==> config.mk <==
export PLATFORM = sky130hd
export DESIGN_NAME = tx_symbol_encoder
export DESIGN_NICKNAME = d
export VERILOG_FILES = /design/src/tx_coder_pkg.sv /design/src/nib_if.sv /design/src/tx_symbol_encoder.sv /design/src/nib_buffer.sv
export SDC_FILE = /design/constraint.sdc
export NUM_CORES = 1
export LEC_CHECK = 0
export ABC_CLOCK_PERIOD_IN_PS = 2000
export BUFFER_PORTS_ARGS = -buffer_cell sky130_fd_sc_hd__buf_2
export CORE_MARGIN = 2
export CORE_UTILIZATION = 30
export CTS_CLUSTER_SIZE = 30
export DETAILED_ROUTE_END_ITERATION = 6
export MAX_ROUTING_LAYER = met4
export SYNTH_ARGS = -nofsm -noshare
export SYNTH_HDL_FRONTEND = slang
export SYNTH_SLANG_ARGS = --single-unit
==> constraint.sdc <==
create_clock -name ref_clk -period 2 [get_ports ref_clk]
set_input_delay 0.1 -clock ref_clk [delete_from_list [all_inputs] [get_ports ref_clk]]
set_output_delay 0.1 -clock ref_clk [all_outputs]
set_load 0.005 [all_outputs]
==> src/tx_coder_pkg.sv <==
// constants, code-groups and helpers for the transmit symbol coder
package tx_coder_pkg;

    // =========================================================
    // widths and counts
    localparam int NIB_W = 4;
    localparam int CG_W = 5;
    localparam int STRAP_W = 5;
    localparam int LFSR_W = 11;
    localparam int BUF_DEPTH = 2;
    localparam logic [2:0] CG_LAST = 3'h4;
    localparam logic [2:0] CG_FIRST = 3'h0;

    // =========================================================
    // scrambler: x^11 + x^9 + 1, taps at bit 10 and bit 8
    localparam int LFSR_TAP_A = 10;
    localparam int LFSR_TAP_B = 8;
    localparam logic [LFSR_W-1:0] LFSR_RST = 11'h7FF;
    localparam logic [5:0] SEED_HI = 6'h20;

    // =========================================================
    // line coding phases of the three-level signal
    localparam logic [1:0] MLT_ZERO = 2'h0;
    localparam logic [1:0] MLT_POS = 2'h1;
    localparam logic [1:0] MLT_NEG = 2'h3;

    // =========================================================
    // control code-groups and their nibble meanings
    localparam logic [CG_W-1:0] CG_IDLE = 5'h1F;
    localparam logic [CG_W-1:0] CG_SSD1 = 5'h18;
    localparam logic [CG_W-1:0] CG_SSD2 = 5'h11;
    localparam logic [CG_W-1:0] CG_ESD1 = 5'h0D;
    localparam logic [CG_W-1:0] CG_ESD2 = 5'h07;
    localparam logic [CG_W-1:0] CG_HALT = 5'h04;
    localparam logic [NIB_W-1:0] NIB_IDLE = 4'h0;
    localparam logic [NIB_W-1:0] NIB_SSD = 4'h5;
    localparam logic [NIB_W-1:0] NIB_ESD = 4'h0;
    localparam logic [NIB_W-1:0] NIB_BAD = 4'hE;

    // data code-groups for nibbles 0..F
    localparam logic [CG_W-1:0] DATA_CG [16] = '{
        5'h1E, 5'h09, 5'h14, 5'h15, 5'h0A, 5'h0B, 5'h0E, 5'h0F,
        5'h12, 5'h13, 5'h16, 5'h17, 5'h1A, 5'h1B, 5'h1C, 5'h1D};

    typedef enum logic [1:0] {ST_IDLE, ST_SSD2, ST_DATA, ST_ESD2} tx_state_t;

    // decoded view of a code-group: {invalid, control, nibble}
    typedef struct packed {
        logic invalid;
        logic control;
        logic [NIB_W-1:0] nibble;
    } cg_view_t;

    function automatic cg_view_t cg_decode(input logic [CG_W-1:0] cg);
        cg_view_t v;
        v = '{invalid: 1'b1, control: 1'b0, nibble: NIB_BAD};
        for (int i = 0; i < 16; i++)
        begin
            if (DATA_CG[i] == cg)
            begin
                v = '{invalid: 1'b0, control: 1'b0, nibble: NIB_W'(i)};
            end
        end
        case (cg)
            CG_IDLE: v = '{invalid: 1'b0, control: 1'b1, nibble: NIB_IDLE};
            CG_SSD1, CG_SSD2:
                v = '{invalid: 1'b0, control: 1'b1, nibble: NIB_SSD};
            CG_ESD1, CG_ESD2:
                v = '{invalid: 1'b0, control: 1'b1, nibble: NIB_ESD};
            default: v = v;
        endcase
        return v;
    endfunction : cg_decode

endpackage : tx_coder_pkg

==> src/nib_if.sv <==
// nibble stream carrier between the buffer and the encoder
`timescale 1ns/1ps
interface nib_if #(parameter int W = 4);
    logic valid;
    logic ready;
    logic en;
    logic [W-1:0] data;
    modport src (output valid, output en, output data, input ready);
    modport snk (input valid, input en, input data, output ready);
endinterface : nib_if

==> src/tx_symbol_encoder.sv <==
// transmit coder: nibbles to 4b/5b, scrambled, nrzi and three-level drive
`timescale 1ns/1ps

// Functional notes
// - every 4-bit nibble in a frame becomes a 5-bit code-group before serialisation
// - first preamble octet of a frame is replaced by 11000 then 10001
// - later preamble and data nibbles are each coded to their code-group
// - on transmit enable falling, append 01101 then 00111
// - after the end pair, send idle until transmit enable returns
// - scrambler is a free-running closed-loop 11-bit LFSR
// - each serial NRZ bit is XORed with the scrambler output bit
// - scrambler seed derives from the five address strap inputs
// - a bypass setting passes code-groups on without scrambling
// - scrambled stream is NRZI coded, toggling on each one bit
// - NRZI stream splits into two drives with alternating one-events
// - only three-level coding goes to the line, no binary mode
// - halt is an error; idle, start and end codes carry fixed nibbles
// - control codes inside the data field read as invalid with error
// - transmit sequencing follows the standard fast ethernet machine
// - unscrambled idle is five consecutive one bits
module tx_symbol_encoder #(
    parameter int NW = tx_coder_pkg::NIB_W
) (
    // clock and reset
    input wire logic ref_clk,
    input wire logic nrst,
    // nibble stream from the MAC
    input wire logic nib_valid,
    input wire logic tx_enable,
    input wire logic [NW-1:0] tx_nibble,
    output logic nib_ready,
    // configuration
    input wire logic [tx_coder_pkg::STRAP_W-1:0] phy_address_strap,
    input wire logic scramble_bypass,
    // line drive pair
    output logic line_drive_p,
    output logic line_drive_n,
    // status of the code-group on the wire
    output logic frame_active,
    output logic [NW-1:0] sent_nibble,
    output logic sent_error
);
    import tx_coder_pkg::*;

    // =========================================================
    // input buffer

    // words arrive at any clock but leave only
    // at group boundaries, one every five clocks;
    // two entries cover the lag of one group, so a
    // back-to-back source never loses a nibble
    nib_if #(.W(NW)) nib ();

    // a stall by the encoder holds words here; ready back-pressures the MAC
    nib_buffer #(.W(NW)) u_buffer (
        .ref_clk(ref_clk),
        .nrst(nrst),
        .in_valid(nib_valid),
        .in_en(tx_enable),
        .in_data(tx_nibble),
        .in_ready(nib_ready),
        .q(nib)
    );

    // =========================================================
    // state

    tx_state_t state_reg;
    tx_state_t state_next;
    logic [2:0] bit_cnt_reg;
    logic [CG_W-1:0] shift_reg;
    logic [CG_W-1:0] code_next;
    logic pop;
    logic [LFSR_W-1:0] lfsr_reg;
    logic seed_done_reg;
    logic scr_bit_reg;
    logic nrzi_reg;
    logic [1:0] mlt_phase_reg;
    logic drive_p_reg;
    logic drive_n_reg;
    logic active_reg;
    logic [NW-1:0] sent_nibble_reg;
    logic sent_error_reg;

    // =========================================================
    // code-group boundary decode

    // bit counter runs 0..4; the edge that sees 4
    // both sends the last bit and loads the next
    // group, so the line never shows a gap
    // a new code-group is loaded once the last of five bits has gone
    wire boundary = (bit_cnt_reg == CG_LAST);
    wire word_in = nib.valid;
    wire word_en = nib.en;
    wire frame_word = word_in & word_en;
    wire stop_word = word_in & ~word_en;
    wire [CG_W-1:0] data_code = DATA_CG[nib.data];

    // =========================================================
    // frame sequencing

    // a frame is the run of words with enable high;
    // the first two are eaten by the start pair,
    // the first enable-low word closes the frame
    // and its nibble is thrown away
    // limitation: a frame of one word sends the
    // first start group then the end pair, no second
    // the buffer is drained only at code-group boundaries
    assign nib.ready = pop;

    // next code-group and state, chosen once per five bit times
    always_comb
    begin
        state_next = state_reg;
        code_next = CG_IDLE;
        pop = 1'b0;
        case (state_reg)
            ST_IDLE:
            begin
                code_next = CG_IDLE;
                if (frame_word)
                begin
                    // first preamble nibble is swallowed by the start pair
                    code_next = CG_SSD1;
                    state_next = ST_SSD2;
                    pop = boundary;
                end
                else if (stop_word)
                begin
                    // stray words with enable low between frames are dropped
                    pop = boundary;
                end
            end
            ST_SSD2:
            begin
                // underrun mid-frame shows as halt; the slot is retried
                code_next = CG_HALT;
                if (frame_word)
                begin
                    code_next = CG_SSD2;
                    state_next = ST_DATA;
                    pop = boundary;
                end
                else if (stop_word)
                begin
                    code_next = CG_ESD1;
                    state_next = ST_ESD2;
                    pop = boundary;
                end
            end
            ST_DATA:
            begin
                code_next = CG_HALT;
                if (frame_word)
                begin
                    code_next = data_code;
                    pop = boundary;
                end
                else if (stop_word)
                begin
                    // enable falling closes the frame with the end pair
                    code_next = CG_ESD1;
                    state_next = ST_ESD2;
                    pop = boundary;
                end
            end
            ST_ESD2:
            begin
                code_next = CG_ESD2;
                state_next = ST_IDLE;
            end
            default:
            begin
                code_next = CG_IDLE;
                state_next = ST_IDLE;
            end
        endcase
    end

    // state only moves at a boundary, so a frame decision spans a group
    always_ff @(posedge ref_clk or negedge nrst)
    begin
        if (!nrst)
        begin
            state_reg <= ST_IDLE;
            active_reg <= 1'b0;
        end
        else if (boundary)
        begin
            state_reg <= state_next;
            active_reg <= (state_next != ST_IDLE);
        end
    end

    // =========================================================
    // serialiser

    // serial rate equals the clock rate here,
    // above the nominal line rate; only the ratio
    // of five bits per nibble matters to the logic
    // msb leaves first; reset loads idle so the line starts in ones
    always_ff @(posedge ref_clk or negedge nrst)
    begin
        if (!nrst)
        begin
            bit_cnt_reg <= CG_FIRST;
            shift_reg <= CG_IDLE;
        end
        else if (boundary)
        begin
            bit_cnt_reg <= CG_FIRST;
            shift_reg <= code_next;
        end
        else
        begin
            bit_cnt_reg <= bit_cnt_reg + 3'h1;
            shift_reg <= {shift_reg[CG_W-2:0], 1'b0};
        end
    end

    wire nrz_bit = shift_reg[CG_W-1];

    // =========================================================
    // scrambler

    // the mask is the feedback bit itself, so a
    // receiver that learns eleven mask bits from
    // idle can run its own copy in step
    // the register keeps running in bypass, so
    // leaving bypass needs no resynchronising
    // feedback of the closed loop; this bit also masks the data
    wire lfsr_fb = lfsr_reg[LFSR_TAP_A] ^ lfsr_reg[LFSR_TAP_B];
    // seed always has its top bit set, so the register never locks at zero
    wire [LFSR_W-1:0] seed = {SEED_HI, phy_address_strap};
    wire scr_next = scramble_bypass ? nrz_bit : (nrz_bit ^ lfsr_fb);

    // the strap is caught on the first edge after reset, not under reset
    always_ff @(posedge ref_clk or negedge nrst)
    begin
        if (!nrst)
        begin
            lfsr_reg <= LFSR_RST;
            seed_done_reg <= 1'b0;
        end
        else if (!seed_done_reg)
        begin
            lfsr_reg <= seed;
            seed_done_reg <= 1'b1;
        end
        else
        begin
            lfsr_reg <= {lfsr_reg[LFSR_W-2:0], lfsr_fb};
        end
    end

    // masked bit, or the plain code bit when bypassed
    always_ff @(posedge ref_clk or negedge nrst)
    begin
        if (!nrst)
        begin
            scr_bit_reg <= 1'b0;
        end
        else
        begin
            scr_bit_reg <= scr_next;
        end
    end

    // =========================================================
    // nrzi and three-level drive

    // two clocks from code bit to drive: one in the
    // masking flop, one in the nrzi and phase flops
    // the phase wraps 0, +, 0, -; a one bit steps
    // it, a zero bit holds the level
    wire nrzi_next = nrzi_reg ^ scr_bit_reg;
    // each nrzi transition steps the level through 0, +, 0, -
    wire mlt_step = (nrzi_next != nrzi_reg);
    wire [1:0] mlt_next = mlt_phase_reg + {1'b0, mlt_step};

    // the pair is only ever driven three-level; there is no binary path
    always_ff @(posedge ref_clk or negedge nrst)
    begin
        if (!nrst)
        begin
            nrzi_reg <= 1'b0;
            mlt_phase_reg <= MLT_ZERO;
            drive_p_reg <= 1'b0;
            drive_n_reg <= 1'b0;
        end
        else
        begin
            nrzi_reg <= nrzi_next;
            mlt_phase_reg <= mlt_next;
            drive_p_reg <= (mlt_next == MLT_POS);
            drive_n_reg <= (mlt_next == MLT_NEG);
        end
    end

    // =========================================================
    // code-group monitor

    // decodes the group just loaded, as a receiver
    // would, so the status shows what went out
    // rather than what the mac offered
    // halt only appears on an underrun; a data slot
    // never carries a control group in normal use
    // a control code standing in a data slot is flagged as invalid
    cg_view_t view;
    assign view = cg_decode(code_next);
    wire in_data_slot = (state_reg == ST_DATA) & frame_word;
    wire slot_error = view.invalid | (view.control & in_data_slot);
    wire [NW-1:0] slot_nibble = slot_error ? NIB_BAD : view.nibble;

    // updated with each loaded code-group, held for its five bit times
    always_ff @(posedge ref_clk or negedge nrst)
    begin
        if (!nrst)
        begin
            sent_nibble_reg <= NIB_IDLE;
            sent_error_reg <= 1'b0;
        end
        else if (boundary)
        begin
            sent_nibble_reg <= slot_nibble;
            sent_error_reg <= slot_error;
        end
    end

    // =========================================================
    // outputs

    // every output is a flop; no decode sits
    // between a register and a pin
    assign line_drive_p = drive_p_reg;
    assign line_drive_n = drive_n_reg;
    assign frame_active = active_reg;
    assign sent_nibble = sent_nibble_reg;
    assign sent_error = sent_error_reg;

endmodule : tx_symbol_encoder

==> src/nib_buffer.sv <==
// two-entry nibble buffer with valid and ready on both sides
`timescale 1ns/1ps
module nib_buffer #(
    parameter int W = 4
) (
    // clock and reset
    input wire logic ref_clk,
    input wire logic nrst,
    // filling side
    input wire logic in_valid,
    input wire logic in_en,
    input wire logic [W-1:0] in_data,
    output logic in_ready,
    // draining side
    nib_if.src q
);
    import tx_coder_pkg::*;

    // =========================================================
    // storage and pointers
    logic [W:0] mem_reg [BUF_DEPTH];
    logic wr_ptr_reg;
    logic rd_ptr_reg;
    logic [1:0] cnt_reg;
    logic [1:0] cnt_next;
    logic ready_reg;
    wire push = in_valid & ready_reg;
    wire pop = q.valid & q.ready;

    // ready is registered so the source sees a clean level
    assign cnt_next = cnt_reg + {1'b0, push} - {1'b0, pop};
    assign in_ready = ready_reg;
    assign q.valid = (cnt_reg != 2'h0);
    assign q.en = mem_reg[rd_ptr_reg][W];
    assign q.data = mem_reg[rd_ptr_reg][W-1:0];

    // pointer and fill bookkeeping
    always_ff @(posedge ref_clk or negedge nrst)
    begin
        if (!nrst)
        begin
            wr_ptr_reg <= 1'b0;
            rd_ptr_reg <= 1'b0;
            cnt_reg <= 2'h0;
            ready_reg <= 1'b0;
        end
        else
        begin
            wr_ptr_reg <= wr_ptr_reg ^ push;
            rd_ptr_reg <= rd_ptr_reg ^ pop;
            cnt_reg <= cnt_next;
            ready_reg <= (cnt_next != 2'(BUF_DEPTH));
        end
    end

    // entries carry the enable flag beside the nibble
    always_ff @(posedge ref_clk)
    begin
        if (push)
        begin
            mem_reg[wr_ptr_reg] <= {in_en, in_data};
        end
    end

endmodule : nib_buffer

Word-level counts from Yosys, hierarchy flattened
Memory sizes are Yosys's and may differ from the RTL's. Cells that the tools add are included.

Add/sub/neg operators: 4. Order comparisons: 1. Equal/unequal tests: 29. Muxes and demuxes: 39. Bitwise logic cells: 14. Reduce and logical (&&, ||, !) cells: 6.

Operator list (count): 6-bit two-way mux (16); 5-bit equality test, first input constant (11); 4-bit by 5-bit equality test with 1-bit output, first input constant (5); 5-bit two-way mux (5); 5-bit case mux with 4 select lines (1); 5-bit equality test, second input constant (3); 6-bit case mux with 2 select lines (1); 11-bit two-way mux (1); 2-bit two-way mux (4); 4-bit two-way mux (2); 2-bit case mux with 4 select lines (1); 1-bit AND (6); 2-bit equality test, second input constant (3); 1-bit two-way mux (6); 3-bit two-way mux (2); 3-bit OR reduction (2); 5-bit by 3-bit equality test with 1-bit output, second input constant (1); 5-bit by 4-bit equality test with 1-bit output, second input constant (1); 5-bit greater-or-equal comparator, second input constant (1); 4-bit inverter with 5-bit output (1); 1-bit bitwise XOR (5); 2-bit by 1-bit adder with 2-bit output (2); 2-bit by 1-bit equality test with 1-bit output, second input constant (2); 2-bit nonzero test (2); other kinds (9) (9).

Bits in registers: 39. Memory bits (writable): 10. Memory bits (read-only): 80. Input port bits: 14. Output and inout port bits: 9. Memories kept: 2.

Memory list: (name not given) (depth 16, width 5, rd ports 1, clocked after memory_dff 0, write ports 0, RTL line tx_symbol_encoder.sv:97) `wire [CG_W-1:0] data_code = DATA_CG[nib.data];`; u_buffer.mem_reg (depth 2, width 5, rd ports 1, clocked after memory_dff 0, write ports 1, RTL line nib_buffer.sv:21) `logic [W:0] mem_reg [BUF_DEPTH];`.

Logic depth before layout (Yosys ltp)
An unclocked memory read counts as a cell.

Depth in word-level cells: 28. Gate-level depth with buffers: 10.

Cells and area by module
From an unflattened synthesis, not the netlist that was laid out.

Cell total of the unflattened synthesis: 194. Area, all modules: 2195.9 sq um.

Modules (own cells, without submodules): tx_symbol_encoder (times used 1, cells an instance 152, area an instance 1567.8 sq um, seq. area each 845.8 sq um); nib_buffer (times used 1, cells an instance 42, area an instance 628.1 sq um, seq. area each 425.4 sq um).

Least setup slack after synthesis
Ideal clock, no wire load.

Path kind: register -> register. Start point: reg bit_cnt_reg[0]. End point: reg u_buffer.ready_reg (netlist: u_buffer.in_ready). Setup time: 0.123 ns. Arrival: 1.714 ns. Data required time: 1.877 ns. Setup slack: 0.163 ns. Cell stages (with the launch flop): 11. Clock period less this slack: 1.837 ns. Cell sequence: dfrtp_1 inv_1 ha_1 nand2_1 nor3_1 ha_1 inv_1 ha_1 xnor2_1 xnor2_1 nand2b_1.

Cells in the longest elaborated chain, start to end: 7.

RTL lines: from (decl) (RTL line tx_symbol_encoder.sv:70) `logic [2:0] bit_cnt_reg;`; from (signal assigned) (RTL line tx_symbol_encoder.sv:216) `bit_cnt_reg <= bit_cnt_reg + 3'h1;`; 3-bit equality test * (RTL line tx_symbol_encoder.sv:92) `wire boundary = (bit_cnt_reg == CG_LAST);`; 1-bit two-way mux (RTL line tx_symbol_encoder.sv:128, tx_symbol_encoder.sv:144, tx_symbol_encoder.sv:159); 1-bit two-way mux * (RTL line tx_symbol_encoder.sv:154) `if (frame_word)`; 1-bit two-way mux *; 1-bit AND * (RTL line nib_buffer.sv:28) `wire pop = q.valid & q.ready;`; 2-bit by 1-bit subtractor with 2-bit output * (RTL line nib_buffer.sv:31) `assign cnt_next = cnt_reg + {1'b0, push} - {1'b0, pop};`; via u_buffer.cnt_next[1] (RTL line nib_buffer.sv:25) `logic [1:0] cnt_next;`; 2-bit inequality test * (RTL line nib_buffer.sv:52) `ready_reg <= (cnt_next != 2'(BUF_DEPTH));`; to (signal assigned) (RTL line nib_buffer.sv:52); to (decl) (RTL line nib_buffer.sv:26) `logic ready_reg;`.

The timed path passes the listed nets; every way through them passes the cells marked *. A chain may end at the register's enable or synchronous reset.

Worst setup path after layout
Start point: reg u_buffer.rd_ptr_reg. End point: reg sent_nibble_reg[2] (netlist: sent_nibble[2]).

Cells in the longest elaborated chain, start to end: 27.

RTL lines: from (decl) (RTL line nib_buffer.sv:23) `logic rd_ptr_reg;`; from (signal assigned) (RTL line nib_buffer.sv:50) `rd_ptr_reg <= rd_ptr_reg ^ pop;`; memory read 2 x 5 bit *; 4-bit inverter with 5-bit output (not written as such) (RTL line tx_symbol_encoder.sv:97); memory read 16 x 5 bit; 5-bit two-way mux (not written as such) (2 in a row) (RTL line tx_symbol_encoder.sv:97); 5-bit two-way mux (RTL line tx_symbol_encoder.sv:154); 5-bit case mux with 4 select lines (RTL line tx_symbol_encoder.sv:117) `case (state_reg)`; 5-bit equality test or 4-bit by 5-bit equality test with 1-bit output (tied branches) (RTL line tx_coder_pkg.sv:59) `if (DATA_CG[i] == cg)`; 6-bit two-way mux (15 in a row) (RTL line tx_coder_pkg.sv:59); 6-bit two-way mux or 6-bit case mux with 2 select lines (tied branches) (RTL line tx_coder_pkg.sv:59, tx_coder_pkg.sv:64); 6-bit case mux with 2 select lines or 1-bit AND (tied branches) (RTL line tx_coder_pkg.sv:64, tx_symbol_encoder.sv:312); 1-bit bitwise OR (RTL line tx_symbol_encoder.sv:312) `wire slot_error = view.invalid | (view.control & in_data_slot);`; 4-bit two-way mux * (RTL line tx_symbol_encoder.sv:313) `wire [NW-1:0] slot_nibble = slot_error ? NIB_BAD : view.nibble;`; to (signal assigned) (RTL line tx_symbol_encoder.sv:325) `sent_nibble_reg <= slot_nibble;`; to (decl) (RTL line tx_symbol_encoder.sv:82) `logic [NW-1:0] sent_nibble_reg;`.

Every way passes the cells marked *; elsewhere a longest branch is shown, timed or not. The select of a mux whose other input is x is not followed.

==> impl_results.md <==
* Outcome: complete, no violations
* Antenna violations before repair at 0
* Placed insts at 327
* Clk_lat worst skew at 0.30 ns
* M2 GR Usage at between 15 and 20%
* Routed len/inst at ~11 µm
* Vias in the first global route at 1510
* Global routing usage on met1 at between 10 and 15%
* Full die area at 7940 µm²
* Final setup fails at 0
* Antenna cells at 0
* Critical path peak fanout at 9
* CTS tree: done
* Ratio of cells with drive above 1 in the final layout at between 30% and 40%
* IO Pins at 23
* Max reg flops at 11
* 1st-pass router iterations at 4
* Placed cell areas at ~2500 µm²
* CP required at between 2 and 2.5 ns
* Fmax at between 500 and 600 MHz
* Maximum clock path buffer count at 2
* Synth area leaders: dfrtp_1 25%, dfstp_2 19%, edfxtp_1 14%
* Design Area, Final at 2730 µm²
* Arrival time at the worst endpoint at about 2.1 ns
* Cts bufs inserted at 5
* All-layer global routing usage at a little over a tenth
* Fin. max-slew vios at 0
* Min-Delay Path Class: input pin to register
* Met3 Track Usage GR at under 10%
* Busiest layer in global routing: met2
* CTS HTree Levels at 2
* Prevailing post-synth register cell: dfrtp_1
* Initial drt markers at 74
* Worst Skew at 0.0120 ns
* Max cap viols at 0
* Avg Vias per Cell at about 4.5
* Setup Buffers After CTS at 0
* Clock slew at reported path FFs at 0.09 ns
* Total Nets Final at roughly 260
* Total wire length at 3840 µm
* CP Class: register to register
* # port buffers at 22
* Post-synth cell types at between 40 and 50
* Yosys warns at 0
* Total of fill cells in the finished design at approximately 750
* Synth async-reset ratio at 79.2%
* Power, Total at roughly 4 mW
* Pin count of the biggest net entering global routing at 39
* Yosys top cell area share at 25.3%
* Post-Syn Area at about 2200 µm²
* Crit path capture type: register
* Commonest non-fill, non-tap cell in the layout: buf_2
* Final Hold Fails at 0
* Die width at ~89 µm
* GRT overflow at 0
* Core ar. at 7140 µm²
* Sink Count at 48
* Register-to-register setup slack at 0.12 ns
* Number of synthesized flops with an enable pin at 10
* Register area share after synthesis at ~60%
* Slew @ Worst Pin at roughly 0.79 ns
* Final Wtd Congestion at ~0.85
* Cells after Synth at between 150 and 200
* PwrDens at about 1500 nW/µm²
* DRC at 0
* Leakage Power at ~1.2 nW
* Die Span Y at slightly below 90 µm
* Syn Nets at 215
* Final min period at roughly 1.9 ns
* Area Growth Syn to Fin at 25.6%
* Clk Tree Root Cell: clkbuf_8
* Non-Filler Instances at between 300 and 400
* First-pass GRT wire length at between 6000 and 7000 µm
* Setup crit start kind: register
* Hold slack at about 0.033 ns
* ANT nets after route at 0
* Final HPWL DP at ~2900 µm
* Area leader, netlist: dfrtp_1
* RSZ-0062 raised after global routing: true
* Avg Cell Area, Syn at about 11 µm²
* Crit share post-route at 94.0%
* Slew HR at 47.1%
* Routed vias at 1530
* Post-synthesis register bit count at 48
* Rows at 31
* Worst VDD drop at 0.407 mV
* Starting Density at 30.4%
* Commonest non-fill, non-tap cells in the layout: 22 x buf_2, 21 x dfrtp_1, 19 x nor2_1, 19 x buf_4, 16 x dfstp_2
## worst paths after layout
| check | startpoint | end | cells past startpoint |
|---|---|---|---|
| setup / recovery | u_buffer.rd_ptr_reg | sent_nibble[2] | 7 |
| hold / removal | phy_address_strap[0] | lfsr_reg[0] | 3 |
| setup reg to reg | u_buffer.rd_ptr_reg | sent_nibble[2] | 7 |
| hold reg to reg | bit_cnt_reg[0] | bit_cnt_reg[0] | 1 |
| max in group asynchronous | nrst | u_buffer.rd_ptr_reg | 2 |
| min in group asynchronous | nrst | line_drive_n | 2 |
## per-layer routing
| layer | up-vias | wire length (µm) |
|---|---|---|
| li1 | 766 | - |
| met1 | 736 | 1790 |
| met2 | 22 | 1860 |
| met3 | 6 | 128 |
| met4 | 0 | 55 |
| met5 | - | 0 |
## timing repair
action                                  in CTS  in global routing
gates resized for setup                      0                  4
endpoints found under the hold margin       32                  0
hold buffers                                 6                  0
endpoints found under the setup margin       0                  5
## cell usage after synthesis (all sizes together) (2+ instances only)
| master | n |
|---|---|
| nor4 | 4 |
| nand2b | 5 |
| clkbuf | 6 |
| mux2i | 3 |
| inv | 11 |
| a211oi | 2 |
| xnor2 | 4 |
| dfstp | 16 |
| mux2 | 5 |
| nor2b | 2 |
| o21ai | 14 |
| ha | 7 |
| a21o | 2 |
| and2 | 9 |
| edfxtp | 10 |
| xor2 | 3 |
| nor3 | 7 |
| nand2 | 15 |
| nor2 | 19 |
| dfrtp | 22 |
| a21oi | 8 |
| a31oi | 3 |
## power breakdown
part / total (mW) / internal, mW / switching (mW) / leakage, nW
Sequential: 1.45 / 1.30 / 0.154 / 0.525
Clock: 0.806 / 0.499 / 0.306 / 0.0654
Combinational: 1.74 / 0.870 / 0.874 / 0.571
## worst max-delay path: stages (launching register included)
cell	delay, ns
dfrtp_2	0.48
buf_4	0.18
nor4_1	0.35
nor4_2	0.08
o21a_1	0.19
o41ai_1	0.07
a32oi_1	0.15
a32o_1	0.27
## cell type report
type	count	area [µm²]	area share (%)
Sequential cell	48	1270	46.7
Multi-Input combinational cell	128	845	31.0
Timing Repair Buffer	47	313	11.5
Tap cell	99	124	4.54
Clock buffer	6	72.6	2.66
Clock inverter	2	60.1	2.20
Inverter	11	41.3	1.51
## cells by family after synthesis
kind of cell	Yosys count	share of synthesized area (%)
buffers and inverters	18	3.28
adder cells (fa/ha/maj)	7	4.03
flip-flops	48	58.5
XOR/XNOR	7	2.82
AO/OA/AOI/OAI	41	12.4
multiplexers	8	4.15
AND/OR/NAND/NOR	64	14.6
other	1	0.173
## stage by stage
step | util (%) | setup TNS [ns] | setup WS, ns
floorplan | - | 0 | 0.163
global placement | 35.3 | 0 | 0.0734
detailed placement | 35.3 | 0 | 0.0273
CTS | 38.0 | 0 | 0.0370
global route | 38.2 | -0.0527 | -0.0291
finish | 38.2 | 0 | 0.119
Power figures use the tool's default switching activity.
